File: config.mk
export PLATFORM = sky130hd
export DESIGN_NAME = eight_input_priority_irq_ctrl
export DESIGN_NICKNAME = d
export VERILOG_FILES = /design/src/pkg/irq_ctrl_pkg.sv /design/src/rtl/eight_input_priority_irq_ctrl.sv
export SDC_FILE = /design/constraint.sdc
export NUM_CORES = 1
export LEC_CHECK = 0
export ABC_AREA = 0
export BUFFER_PORTS_ARGS = -buffer_cell sky130_fd_sc_hd__clkbuf_2
export CAP_MARGIN = 10
export CELL_PAD_IN_SITES_DETAIL_PLACEMENT = 2
export CELL_PAD_IN_SITES_GLOBAL_PLACEMENT = 2
export CORE_MARGIN = 10
export CORE_UTILIZATION = 41
export DETAILED_ROUTE_END_ITERATION = 10
export PLACE_DENSITY = 0.8
export SYNTH_ARGS = -nofsm -noshare
export SYNTH_HDL_FRONTEND = slang
export SYNTH_SLANG_ARGS = --single-unit
File: constraint.sdc
create_clock -name ref_clk -period 6.4 [get_ports ref_clk]
set_input_delay 1.28 -clock ref_clk [delete_from_list [all_inputs] [get_ports ref_clk]]
set_output_delay 1.28 -clock ref_clk [all_outputs]
set_load 0.02 [all_outputs]
File: src/pkg/irq_ctrl_pkg.sv
// Package for the eight-input priority interrupt controller
package irq_ctrl_pkg;

    // Fixed opcode returned on the first acknowledge pulse in call mode
    localparam logic [7:0] CALL_OPCODE   = 8'hCD;
    // Write steering bits of a word written with register select low
    localparam int         SEL_INIT_BIT  = 4;
    localparam int         SEL_OP3_BIT   = 3;
    // Init word 1 field positions
    localparam int         IW1_NEED_W4   = 0;
    localparam int         IW1_SINGLE    = 1;
    localparam int         IW1_INTERVAL4 = 2;
    localparam int         IW1_LEVEL     = 3;
    // Init word 4 field positions
    localparam int         IW4_POINTER   = 0;
    localparam int         IW4_AUTO_EOS  = 1;
    localparam int         IW4_MASTER    = 2;
    localparam int         IW4_BUFFERED  = 3;
    // Op word 2 fields: rotate, specific, end of service, level
    localparam int         OW2_ROTATE    = 7;
    localparam int         OW2_SPECIFIC  = 6;
    localparam int         OW2_EOS       = 5;
    // Op word 3 fields: poll, read enable, read in-service select
    localparam int         OW3_POLL      = 2;
    localparam int         OW3_READ_EN   = 1;
    localparam int         OW3_READ_ISR  = 0;
    // Level answered when a request vanished before the first acknowledge
    localparam logic [2:0] SPURIOUS_LEVEL = 3'h7;
    // Values after reset
    localparam logic [7:0] MASK_RESET    = 8'h00;
    localparam logic [2:0] PRIO_BASE_RST = 3'h0;

    // Init sequencer states
    typedef enum logic [3:0] {
        ST_WORD2 = 4'h1,
        ST_WORD3 = 4'h2,
        ST_WORD4 = 4'h4,
        ST_READY = 4'h8
    } init_state_t;

    // Synchronised host bus sample
    typedef struct packed {
        logic       cs_n;
        logic       rd_n;
        logic       wr_n;
        logic       reg_select;
        logic [7:0] data;
    } bus_sample_t;

    // Programmed configuration
    typedef struct packed {
        logic [7:0] init_word_1;
        logic [7:0] init_word_2;
        logic [7:0] init_word_3;
        logic [7:0] init_word_4;
    } cfg_t;

endpackage

File: src/rtl/eight_input_priority_irq_ctrl.sv
// Eight-input priority interrupt controller with cascade and acknowledge sequencing
// Function
// - Latch each request input into its request latch bit: while high in level mode, on a rise in edge mode.
// - Interrupt output high while an unmasked winning request is pending.
// - Each owned acknowledge pulse places call opcode or vector bytes on data bus.
// - Cascade lines are outputs on master outside single mode, sampled inputs on slave.
// - Master lets addressed slave drive bytes two and three, itself stays off.
// - Non-buffered mode: role pin input, high master, low slave.
// - Buffered mode: role pin output, low while data bus is driven.
// - Chip select gates register access only; acknowledges work regardless.
// - Read returns level while poll is set, else request or in-service at select 0, mask at 1.
// - Select 0 writes steered by bits 4 and 3; select 1 loads sequence.
// - Priority and mask may change any time without reinitialisation.
// - Master with slaves resolves up to 64 levels.
// - Call mode: opcode, low, high byte; third pulse sets service, clears request.
// - Pointer mode: float on first pulse, drive 8-bit pointer on second.
// - Auto end of service clears service bit at last pulse trailing edge.
// - Request gone before first acknowledge answers level 7, no service bit.
`timescale 1ns/100ps
`default_nettype none
module eight_input_priority_irq_ctrl
    import irq_ctrl_pkg::*;
(
    // Clock and reset
    input  wire logic       ref_clk,
    input  wire logic       reset_n,
    // Host bus
    input  wire logic       cs_n,
    input  wire logic       rd_n,
    input  wire logic       wr_n,
    input  wire logic       reg_select,
    input  wire logic [7:0] data_in,
    output logic      [7:0] data_out,
    output logic            data_oe,
    // Requests and acknowledge
    input  wire logic [7:0] irq_in,
    input  wire logic       irq_ack_n,
    output logic            int_out,
    // Cascade lines
    input  wire logic [2:0] cascade_lines_in,
    output logic      [2:0] cascade_lines_out,
    output logic            cascade_lines_oe,
    // Role pin or buffer enable
    input  wire logic       role_or_buf_enable_in,
    output logic            role_or_buf_enable_out,
    output logic            role_or_buf_enable_oe
);

    ////////////////////////////////////////////////////////////////////////////
    // Reset release and pin synchronisers
    logic [1:0]  rst_sync;
    logic        rst_n;
    bus_sample_t bus_s1, bus_s2, bus_prev;
    logic [7:0]  irq_s1, irq_s2, irq_prev;
    logic [2:0]  cas_s1, cas_s2;
    logic        ack_s1, ack_s2, ack_prev, role_s1, role_s2;

    // Two-stage release of the asynchronous reset
    always_ff @(posedge ref_clk or negedge reset_n)
    begin
        if (!reset_n)
            rst_sync <= 2'h0;
        else
            rst_sync <= {rst_sync[0], 1'b1};
    end
    assign rst_n = rst_sync[1];

    // Two flip-flops on every pin, then one more stage for edge detection on bus, request and acknowledge pins
    always_ff @(posedge ref_clk or negedge rst_n)
    begin
        if (!rst_n)
        begin
            bus_s1   <= '{cs_n: 1'b1, rd_n: 1'b1, wr_n: 1'b1, default: '0};
            bus_s2   <= '{cs_n: 1'b1, rd_n: 1'b1, wr_n: 1'b1, default: '0};
            bus_prev <= '{cs_n: 1'b1, rd_n: 1'b1, wr_n: 1'b1, default: '0};
            {irq_s1, irq_s2, irq_prev} <= 24'h000000;
            {ack_s1, ack_s2, ack_prev} <= 3'h7;
            {cas_s1, cas_s2}           <= 6'h00;
            {role_s1, role_s2}         <= 2'h0;                   // Slave until strap seen
        end
        else
        begin
            bus_s1   <= '{cs_n, rd_n, wr_n, reg_select, data_in};
            bus_s2   <= bus_s1;
            bus_prev <= bus_s2;
            {irq_s1, irq_s2, irq_prev} <= {irq_in, irq_s1, irq_s2};
            {ack_s1, ack_s2, ack_prev} <= {irq_ack_n, ack_s1, ack_s2};
            {cas_s1, cas_s2}           <= {cascade_lines_in, cas_s1};
            {role_s1, role_s2}         <= {role_or_buf_enable_in, role_s1};
        end
    end

    ////////////////////////////////////////////////////////////////////////////
    // Configuration and state
    cfg_t        cfg;
    init_state_t state;
    logic [7:0]  request_latch_reg, in_service_reg, mask_reg, op_word_3;
    logic [2:0]  prio_base, ack_level, slave_id;
    logic [1:0]  ack_cnt;
    logic        spurious, ack_own, last_done, poll_hold;

    // Function that walks priorities from the base and finds the winner
    function automatic logic [3:0] resolve(input logic [7:0] req, input logic [7:0] srv,
                                           input logic [2:0] base);
        logic [2:0] idx;
        logic       stop;
        logic [3:0] res;
        res  = 4'h0;
        stop = 1'b0;
        for (int i = 0; i < 8; i++)
        begin
            idx = base + 3'(i);
            if (!stop && srv[idx])
                stop = 1'b1;
            else if (!stop && req[idx])
            begin
                res  = {1'b1, idx};
                stop = 1'b1;
            end
        end
        return res;
    endfunction

    // Decoded modes, strobes and winner
    logic       wr_done, rd_active, ack_fall, ack_rise, is_master, single, pointer_mode;
    logic       buffered, is_last, own_byte, cascaded, poll_rd_end;
    logic [3:0] win, srv_top;
    logic [7:0] low_byte, pointer, rd_value, ack_value, rise;
    assign wr_done   = bus_s2.wr_n && !bus_prev.wr_n && !bus_prev.cs_n;
    assign rd_active = !bus_s2.cs_n && !bus_s2.rd_n && bus_s2.wr_n;
    assign poll_rd_end = bus_s2.rd_n && !bus_prev.rd_n && !bus_prev.cs_n;
    assign ack_fall  = !ack_s2 && ack_prev;
    assign ack_rise  = ack_s2 && !ack_prev;
    assign single       = cfg.init_word_1[IW1_SINGLE];
    assign pointer_mode = cfg.init_word_4[IW4_POINTER];
    assign buffered     = cfg.init_word_4[IW4_BUFFERED];
    assign is_master = buffered ? cfg.init_word_4[IW4_MASTER] : role_s2;
    assign slave_id  = cfg.init_word_3[2:0];
    assign cascaded  = is_master && !single && cfg.init_word_3[ack_level];
    assign rise      = irq_s2 & ~irq_prev;
    assign win       = resolve(request_latch_reg & ~mask_reg, in_service_reg, prio_base);
    assign srv_top   = resolve(in_service_reg, 8'h00, prio_base);
    assign is_last   = pointer_mode ? (ack_cnt == 2'h1) : (ack_cnt == 2'h2);
    // Vector bytes: interval 4 or 8 low byte, pointer with level in low bits
    assign low_byte  = cfg.init_word_1[IW1_INTERVAL4]
                     ? {cfg.init_word_1[7:5], ack_level, 2'h0}
                     : {cfg.init_word_1[7:6], ack_level, 3'h0};
    assign pointer   = {cfg.init_word_2[7:3], ack_level};
    // Byte owner: master off the bus for slave-supplied bytes
    assign own_byte  = (ack_cnt == 2'h0) ? (!pointer_mode && (is_master || single))
                     : (single || (is_master ? !cascaded : (cas_s2 == slave_id)));
    assign ack_value = (ack_cnt == 2'h0) ? CALL_OPCODE
                     : pointer_mode ? pointer
                     : (ack_cnt == 2'h1) ? low_byte : cfg.init_word_2;
    assign rd_value  = op_word_3[OW3_POLL] ? {win[3], 4'h0, win[2:0]}
                     : bus_s2.reg_select ? mask_reg
                     : op_word_3[OW3_READ_ISR] ? in_service_reg : request_latch_reg;

    ////////////////////////////////////////////////////////////////////////////
    // Register writes and init sequence
    always_ff @(posedge ref_clk or negedge rst_n)
    begin
        if (!rst_n)
        begin
            cfg       <= '0;
            state     <= ST_READY;
            mask_reg  <= MASK_RESET;
            op_word_3 <= 8'h02;
        end
        else if (wr_done && !bus_prev.reg_select && bus_prev.data[SEL_INIT_BIT])
        begin
            cfg.init_word_1 <= bus_prev.data;
            mask_reg        <= MASK_RESET;
            op_word_3       <= 8'h02;
            state           <= ST_WORD2;
        end
        else if (wr_done && !bus_prev.reg_select && bus_prev.data[SEL_OP3_BIT])
            op_word_3 <= bus_prev.data;
        else if (wr_done && bus_prev.reg_select)
        begin
            case (state)
                ST_WORD2:
                begin
                    cfg.init_word_2 <= bus_prev.data;
                    state <= ST_READY;
                    if (!single)
                        state <= ST_WORD3;
                    else if (cfg.init_word_1[IW1_NEED_W4])
                        state <= ST_WORD4;
                end
                ST_WORD3:
                begin
                    cfg.init_word_3 <= bus_prev.data;
                    state <= cfg.init_word_1[IW1_NEED_W4] ? ST_WORD4 : ST_READY;
                end
                ST_WORD4:
                begin
                    cfg.init_word_4 <= bus_prev.data;
                    state <= ST_READY;
                end
                default:
                    mask_reg <= bus_prev.data;
            endcase
        end
        else if (poll_rd_end && op_word_3[OW3_POLL])
            op_word_3[OW3_POLL] <= 1'b0;
    end

    ////////////////////////////////////////////////////////////////////////////
    // Request latch, in-service, priority rotation and acknowledge sequence
    always_ff @(posedge ref_clk or negedge rst_n)
    begin
        if (!rst_n)
        begin
            request_latch_reg <= 8'h00;
            in_service_reg    <= 8'h00;
            prio_base         <= PRIO_BASE_RST;
            {ack_cnt, ack_level, spurious, last_done} <= 7'h00;
        end
        else
        begin
            // Level mode follows the pin; edge mode needs a fresh rise
            if (cfg.init_word_1[IW1_LEVEL])
                request_latch_reg <= irq_s2;
            else
                request_latch_reg <= (request_latch_reg | rise) & irq_s2;
            if (wr_done && !bus_prev.reg_select && bus_prev.data[SEL_INIT_BIT])
            begin
                in_service_reg <= 8'h00;
                prio_base      <= PRIO_BASE_RST;
                ack_cnt        <= 2'h0;
            end
            else if (wr_done && !bus_prev.reg_select && !bus_prev.data[SEL_OP3_BIT])
            begin
                // End of service commands and priority rotation
                if (bus_prev.data[OW2_EOS] && bus_prev.data[OW2_SPECIFIC])
                    in_service_reg[bus_prev.data[2:0]] <= 1'b0;
                else if (bus_prev.data[OW2_EOS] && srv_top[3])
                    in_service_reg[srv_top[2:0]] <= 1'b0;
                if (bus_prev.data[OW2_ROTATE] && bus_prev.data[OW2_SPECIFIC])
                    prio_base <= bus_prev.data[2:0] + 3'h1;
                else if (bus_prev.data[OW2_ROTATE] && bus_prev.data[OW2_EOS])
                    prio_base <= srv_top[2:0] + 3'h1;
            end
            else if (poll_rd_end && op_word_3[OW3_POLL] && win[3])
            begin
                in_service_reg[win[2:0]]    <= 1'b1;
                request_latch_reg[win[2:0]] <= rise[win[2:0]];
            end
            // Acknowledge pulses, taken with or without chip select
            if (ack_fall)
            begin
                if (ack_cnt == 2'h0)
                begin
                    ack_level <= win[3] ? win[2:0] : SPURIOUS_LEVEL;
                    spurious  <= !win[3];
                end
                if (is_last)
                begin
                    ack_cnt   <= 2'h0;
                    last_done <= 1'b1;
                    if (!spurious)
                    begin
                        in_service_reg[ack_level]    <= 1'b1;
                        request_latch_reg[ack_level] <= rise[ack_level];
                    end
                end
                else
                    ack_cnt <= ack_cnt + 2'h1;
            end
            else if (ack_rise && last_done)
            begin
                last_done <= 1'b0;
                if (cfg.init_word_4[IW4_AUTO_EOS])
                    in_service_reg[ack_level] <= 1'b0;
            end
        end
    end

    ////////////////////////////////////////////////////////////////////////////
    // Registered pin drivers
    always_ff @(posedge ref_clk or negedge rst_n)
    begin
        if (!rst_n)
        begin
            {data_out, data_oe, int_out, ack_own} <= 11'h000;
            cascade_lines_out      <= 3'h0;
            cascade_lines_oe       <= 1'b0;
            role_or_buf_enable_out <= 1'b1;
            role_or_buf_enable_oe  <= 1'b0;
        end
        else
        begin
            int_out <= win[3];
            if (ack_fall)
                ack_own <= own_byte;
            else if (ack_rise)
                ack_own <= 1'b0;
            // Float unless a read or an owned acknowledge byte is live
            data_oe  <= rd_active || (ack_fall ? own_byte : (ack_own && !ack_s2));
            // Acknowledge byte frozen at pulse start, the count moves on at that edge
            data_out <= rd_active ? rd_value : (ack_fall ? ack_value : data_out);
            cascade_lines_oe  <= is_master && !single;
            cascade_lines_out <= win[3] && ack_cnt == 2'h0 ? win[2:0] : ack_level;
            role_or_buf_enable_oe  <= buffered;
            role_or_buf_enable_out <= !(rd_active
                                      || (ack_fall ? own_byte : (ack_own && !ack_s2)));
        end
    end

endmodule
`default_nettype wire

==> results of run 1 <==
==> cell families after synthesis <==
family	count (synthesis)	share of synthesized area
AO/OA/AOI/OAI	170	0.134
XOR/XNOR	11	0.0129
adder cells (fa/ha/maj)	8	0.0116
buffers and inverters	71	0.0360
flip-flops	157	0.456
multiplexers	114	0.185
other	1	0.000433
AND/OR/NAND/NOR	277	0.164
==> through the flow <==
stage	power, mW	util	cells	cell area [µm²]
6_report	5.18	0.462	1117	9650
4_1_cts	5.17	0.462	1117	9650
2_1_floorplan	3.34	-	809	8660
5_1_grt	5.46	0.462	1117	9650
3_5_place_dp	4.12	0.434	1085	9070
3_3_place_gp	3.97	0.434	1085	9070
==> cells in the final DEF, fill, tap and decap left out, drive strengths merged, types with 4 or more instances in the layout <==
cell type,synthesis,routed
dfrtp,143,143
nand2,81,81
nor2,60,60
clkbuf,38,60
mux2i,43,43
mux2,39,39
a21oi,38,38
o21ai,35,35
mux4,32,32
inv,19,28
nand2b,23,23
nand3,22,22
nor2b,17,17
dfstp,14,14
o22ai,13,13
and3,12,12
nor3,11,11
buf,14,11
a31oi,11,11
o31ai,10,10
and2,10,10
ha,8,8
o211ai,6,6
nand3b,6,6
xnor2,6,6
nand4,6,6
xor2,5,5
o32ai,5,5
nor4,5,5
nor3b,5,5
a22o,4,4
a211oi,4,4
or2,4,4
nor4b,4,4
==> final cells by class <==
class,instances,area [µm²],area share
clock buffer,18,429,0.0445
sequential,157,3950,0.409
multi-input combinational,581,4410,0.457
clock inverter,14,148,0.0153
tap,275,344,0.0357
inverter,19,73.8,0.00765
timing repair buffer,53,293,0.0303
==> routing by layer <==
metal	GRT usage	vias up
met3	0.0354	73
met2	0.410	180
met4	0.107	0
met5	0	-
li1	-	3005
met1	0.275	3748
==> power breakdown <==
part,internal (mW),switching (mW),total [mW],leakage (nW)
registers,1.20,0.355,1.55,1.89
clock network,0.521,0.483,1.00,0.277
logic,1.05,1.58,2.63,1.90
==> worst min path at each step <==
stage | startpoint | to
final | bus_s1[0] | bus_s2[0]
after global routing | bus_s2[5] | bus_prev[5]
after CTS | bus_s1[0] | bus_s2[0]
after detailed placement | bus_s1[0] | bus_s2[0]
after global placement | bus_s2[7] | bus_prev[7]
after floorplan | bus_s2[0] | bus_prev[0]
==> out/qor.yml, run 1 <==
run_status:
  status: "finished, final reports clean"
timing:
  clock_skew_ns: 0.0147
  relSlewSlack: 0.176
  fin_ws_ns: 1.35
  hold_ws_ns: 0.350
  worst_pin_slew_ns: 1.22
  tns_ns: 0
  finalHoldViolations: 0
  finalSetupViolations: 0
  drv_slew: 0
  fin_crit_ns: 5.05
  clock.fmax_mhz: 198
  rsz0062_at_grt: "no"
  period_share: 0.789
route:
  wl_met3_um: 1010
  drc: 0
  drt_pass1_iterations: 5
  wl_met2_um: 16000
  wl_per_cell_um: 27.6
  postRouteWirelength_um: 30800
  avgViaCountPerCell: 6.27
  dr.max_layer_used: "met4"
  final_antenna_net_count: 0
  dr_total_vias: 7006
  dr.first_iter.drc_count: 479
  wl_met1_um: 12500
place:
  place_ws_ns: 1.40
  port_buffers: 42
  place_congestion: 0.912
  hpwl_um: 21700
critical_path:
  crit_chain: "buf_4 > inv_4 > ha_1 > mux2_2 > mux4_2 > o32ai_4 > and3_1 > nand3b_1 > and2_1 > a31oi_2 > o22a_1 > a31oi_1 > a311o_1"
  cpLargestDelayFamily: "compound AO/OA/AOI/OAI gates"
  rrSetupSlack_ns: 1.35
  crit_cells: 13
  startpoint_type: "flop"
  path_class: "reg2reg"
  path_buf_inv: 2
  critPathRequiredTime_ns: 6.71
  path_max_fanout: 22
  rr_worst_depth: 13
  reg2reg_from: "prio_base[0]"
  r2r_end: "request_latch_reg[6]"
  cp.arrival_ns: 5.36
  critPathCapture: "request_latch_reg[6]"
  cp_slowest_cell: "ha_1"
  max_stage_delay_ns: 0.64
  worst_setup_path_end_kind: "flop"
  cp-startpoint: "prio_base[0]"
global_route:
  grt_max_degree: 54
  grt_pass1_wl_um: 48800
  grt_pass1_vias: 8155
  overflow: 0
  antenna_found_initial: 0
  grt_usage: 0.233
floorplan:
  num_io_pins: 43
  die_area_um2: 27300
  die_width_um: 165
  core_area_um2: 20900
  start_util: 0.415
  rows: 53
  die_h_um: 165
power:
  power.leakage_nw: 4.07
  vdd_drop_max_v: 0.000242
  powerDensity_nw_per_um2: 537
worst_hold_path:
  whs_path_depth: 0
  hp-class: "reg2reg"
layout:
  n_fill_cell: 2139
  largest_reg_flops: 26
  drive_above_1_share: 0.230
  syn2layout_area_growth_pct: 11.4
  antenna_cells: 0
  nets: 864
  regMostFlops: "cfg"
clocking:
  ctsResizeCount: 0
  path_clk_slew_ns: 0.07
  hold_buffers: 0
  insertion_delay_ns: 0.44
  cts_tree: "yes"
  clockBufferDepth: 2
  post-cts-setup-buffer-count: 0
  clock-sinks: 157
  htree_levels: 4
  root_buffer: "clkbuf_16"
  cts-buffers-inserted: 17
synth:
  syn-cell-area_um2: 8660
  yosysWarningCount: 0
  synth-async-reset-ratio: 1.00
  synthFlopType: "dfrtp_1"
  syn_avg_cell_area_um2: 10.7
  yosys_register_bits: 157
  yosysTopAreaCell: "dfrtp_1"
  netlist_top_cells_count: "dfrtp_1 (143), nand2_1 (80), nor2_1 (59)"
  synth_cell_type_count: 88
  synthCells: 809
  syn_nets: 844
  ys_seq_area_frac: 0.456
  synth_area_leaders: "dfrtp_1 (41%), mux4_2 (8.3%), mux2i_1 (4.7%)"
  synth.most_common_cell: "dfrtp_1"
  synth-edff-count: 0
  synth_top_area_share: 0.413
flow_run:
  drv_cap: 0
(Power assumes the default switching activity.)
==> run 2, diff against run 1 <==
==> constraint.sdc (replaced) <==
create_clock -name ref_clk -period 5.23 [get_ports ref_clk]
set_input_delay 1.046 -clock ref_clk [delete_from_list [all_inputs] [get_ports ref_clk]]
set_output_delay 1.046 -clock ref_clk [all_outputs]
set_load 0.02 [all_outputs]
==> run 2 against run 1 <==
  * Worst hold slack worse by 0.0018 ns
  * Utilization is 0.13 points higher
  * Highest routed layer unchanged
  * Wire length is 1.0% lower
  * Sequential share of layout area is 0.12 points lower
  * Clock power is 26% higher
  * Register-to-register slack worse by 0.82 ns
  * Sequential power is 23% higher
  * Non-clock buffer count stayed put
  * Largest power group unchanged
  * Critical path depth stayed put
  * Die area stayed put
  * Maximum frequency is 7.6% higher
  * Flip-flop and latch count stayed put
==> out/qor.yml, run 2 (synthesis gave the netlist of run 1 again) <==
run_status:
  status: "finished, final reports clean"
timing:
  clock_skew_ns: 0.0144  # -0.000341 ns
  tns_ns: 0  # unchanged
  fin_crit_ns: 4.70  # -0.355 ns
  fin_ws_ns: 0.534  # -0.815 ns
  drv_slew: 0  # unchanged
  relSlewSlack: 0.236  # +0.0602
  period_share: 0.898  # +0.109
  rsz0062_at_grt: "no"
  worst_pin_slew_ns: 1.14  # -0.0836 ns
  finalHoldViolations: 0  # unchanged
  clock.fmax_mhz: 213  # +7.6%
  finalSetupViolations: 0  # unchanged
critical_path:
  max_stage_delay_ns: 0.74  # +0.10 ns
  cp.arrival_ns: 4.96  # -0.40 ns
  path_buf_inv: 2  # unchanged
  r2r_end: "in_service_reg[6]"
  cp_common_cell: "buf_4"
  critPathRequiredTime_ns: 5.49  # -1.22 ns
  worst_setup_path_end_kind: "flop"
  rr_worst_depth: 13  # unchanged
  rrSetupSlack_ns: 0.53  # -0.82 ns
  startpoint_type: "flop"
  path_class: "reg2reg"
  crit_chain: "buf_4 > ha_1 > xnor2_1 > mux4_2 > mux2i_2 > nor2_2 > a311oi_1 > mux2i_1 > o22a_1 > nor2_1 > buf_4 > nor3_1 > a2bb2oi_1"
  cp_slowest_cell: "xnor2_1"
  reg2reg_from: "prio_base[0]"
  cpLargestDelayFamily: "multiplexers"
  path_max_fanout: 21  # -4.5%
floorplan:
  die_h_um: 165  # unchanged
  rows: 53  # unchanged
  die_width_um: 165  # unchanged
  start_util: 0.415  # unchanged
  die_area_um2: 27300  # unchanged
  num_io_pins: 43  # unchanged
  core_area_um2: 20900  # unchanged
place:
  hpwl_um: 21600  # -0.47%
  port_buffers: 42  # unchanged
  place_area_um2: 9070  # unchanged
  place_ws_ns: 0.558  # -0.842 ns
  place_congestion: 0.881  # -3.3%
route:
  drc: 0  # unchanged
  wl_per_cell_um: 27.3  # -1.0%
  postRouteWirelength_um: 30500  # -1.0%
  dr.first_iter.drc_count: 386  # -19%
  drt_pass1_iterations: 5  # unchanged
  final_antenna_net_count: 0  # unchanged
  avgViaCountPerCell: 6.21  # -1.0%
  dr_total_vias: 6934  # -1.0%
clocking:
  cts_tree: "yes"
  clockBufferDepth: 2  # unchanged
  clock-sinks: 157  # unchanged
  path_clk_slew_ns: 0.07  # about the same
  htree_levels: 4  # unchanged
  hold_buffers: 0  # unchanged
  cts-buffers-inserted: 17  # unchanged
  insertion_delay_ns: 0.44  # about the same
  root_buffer: "clkbuf_16"
  post-cts-setup-buffer-count: 0  # unchanged
  ctsResizeCount: 0  # unchanged
layout:
  finish.utilization: 0.463  # +0.00132
  drive_above_1_share: 0.232  # +0.00119
  syn2layout_area_growth_pct: 11.7
  layout_commonest_cell: "dfrtp_1"
  nets: 864  # unchanged
  final_area_um2: 9680  # +0.29%
  regMostFlops: "cfg"
  regArea_um2: 3950  # unchanged
  largest_reg_flops: 26  # unchanged
  n_fill_cell: 2166  # +1.3%
  antenna_cells: 0  # unchanged
  final_cell_mix: "dfrtp_1 (142), nand2_1 (80), nor2_1 (58)"
  multiInputGateArea_um2: 4410  # unchanged
power:
  pwr-share-clk: 0.198  # +0.004
  pwr-share-comb: 0.502  # -0.005
  swShare: 0.465  # -0.00246
  power.leakage_nw: 4.09  # +0.47%
  p_seq_frac: 0.301  # +0.002
  intPower_mw: 3.40  # +23%
  powerDensity_nw_per_um2: 657  # +22%
  vdd_drop_max_v: 0.000281  # +16%
  switchingPower_mw: 2.95  # +22%
global_route:
  grt_usage: 0.232  # -0.00169
  grt_pass1_vias: 8049  # -1.3%
  grt_max_degree: 63  # +17%
  grt_pass1_wl_um: 48400  # -0.85%
  antenna_found_initial: 0  # unchanged
  overflow: 0  # unchanged
worst_hold_path:
  hp-class: "reg2reg"
  whs_path_depth: 0  # unchanged
  hold_path_startpoint: "bus_s1[2]"
  worstHoldEndpoint: "bus_s2[2]"
flow_run:
  drv_cap: 0  # unchanged
-- run 2: layout make-up --
| class | count | share of cell area |
|---|---|---|
| Inverter | 19 | 0.00763 |
| Clock inverter | 14 | 0.0171 |
| Multi-Input combinational cell | 581 | 0.456 |
| Sequential cell | 157 | 0.408 |
| Timing Repair Buffer | 53 | 0.0303 |
| Tap cell | 275 | 0.0356 |
| Clock buffer | 18 | 0.0454 |
-- run 2: power groups by stage --
stage	Clock (mW)	Sequential, mW	Combinational [mW]
after global placement	0	1.87	2.99
after detailed placement	0	1.90	3.12
final	1.26	1.91	3.19
after global routing	1.33	1.95	3.44
after floorplan	0	1.67	2.41
after CTS	1.28	1.90	3.17
-- run 2: worst max-delay path by stage --
stage | from | end | slack (ns) | depth (start not counted)
global placement | prio_base[0] | in_service_reg[6] | 0.75 | 13
finish | prio_base[0] | in_service_reg[6] | 0.53 | 13
floorplan | rst_sync[1] | ack_cnt[0] | 0.56 | 0
detailed placement | prio_base[0] | in_service_reg[6] | 0.56 | 13
global route | prio_base[0] | in_service_reg[6] | 0.27 | 13
CTS | prio_base[0] | in_service_reg[6] | 0.55 | 13
-- run 2: stage by stage --
stage	cells	power, mW	hold WS, ns
2_1_floorplan	809	4.08	0.331
3_3_place_gp	1085	4.86	0.333
3_5_place_dp	1085	5.02	0.336
4_1_cts	1117	6.34	0.351
5_1_grt	1117	6.72	0.358
6_report	1117	6.35	0.348
-- run 2: metal layers --
layer,GRT usage,share of wire,up-vias
li1,-,-,3003
met1,0.274,0.41,3700
met2,0.406,0.52,170
met3,0.0369,0.035,61
met4,0.105,0.042,0
met5,0,0,-
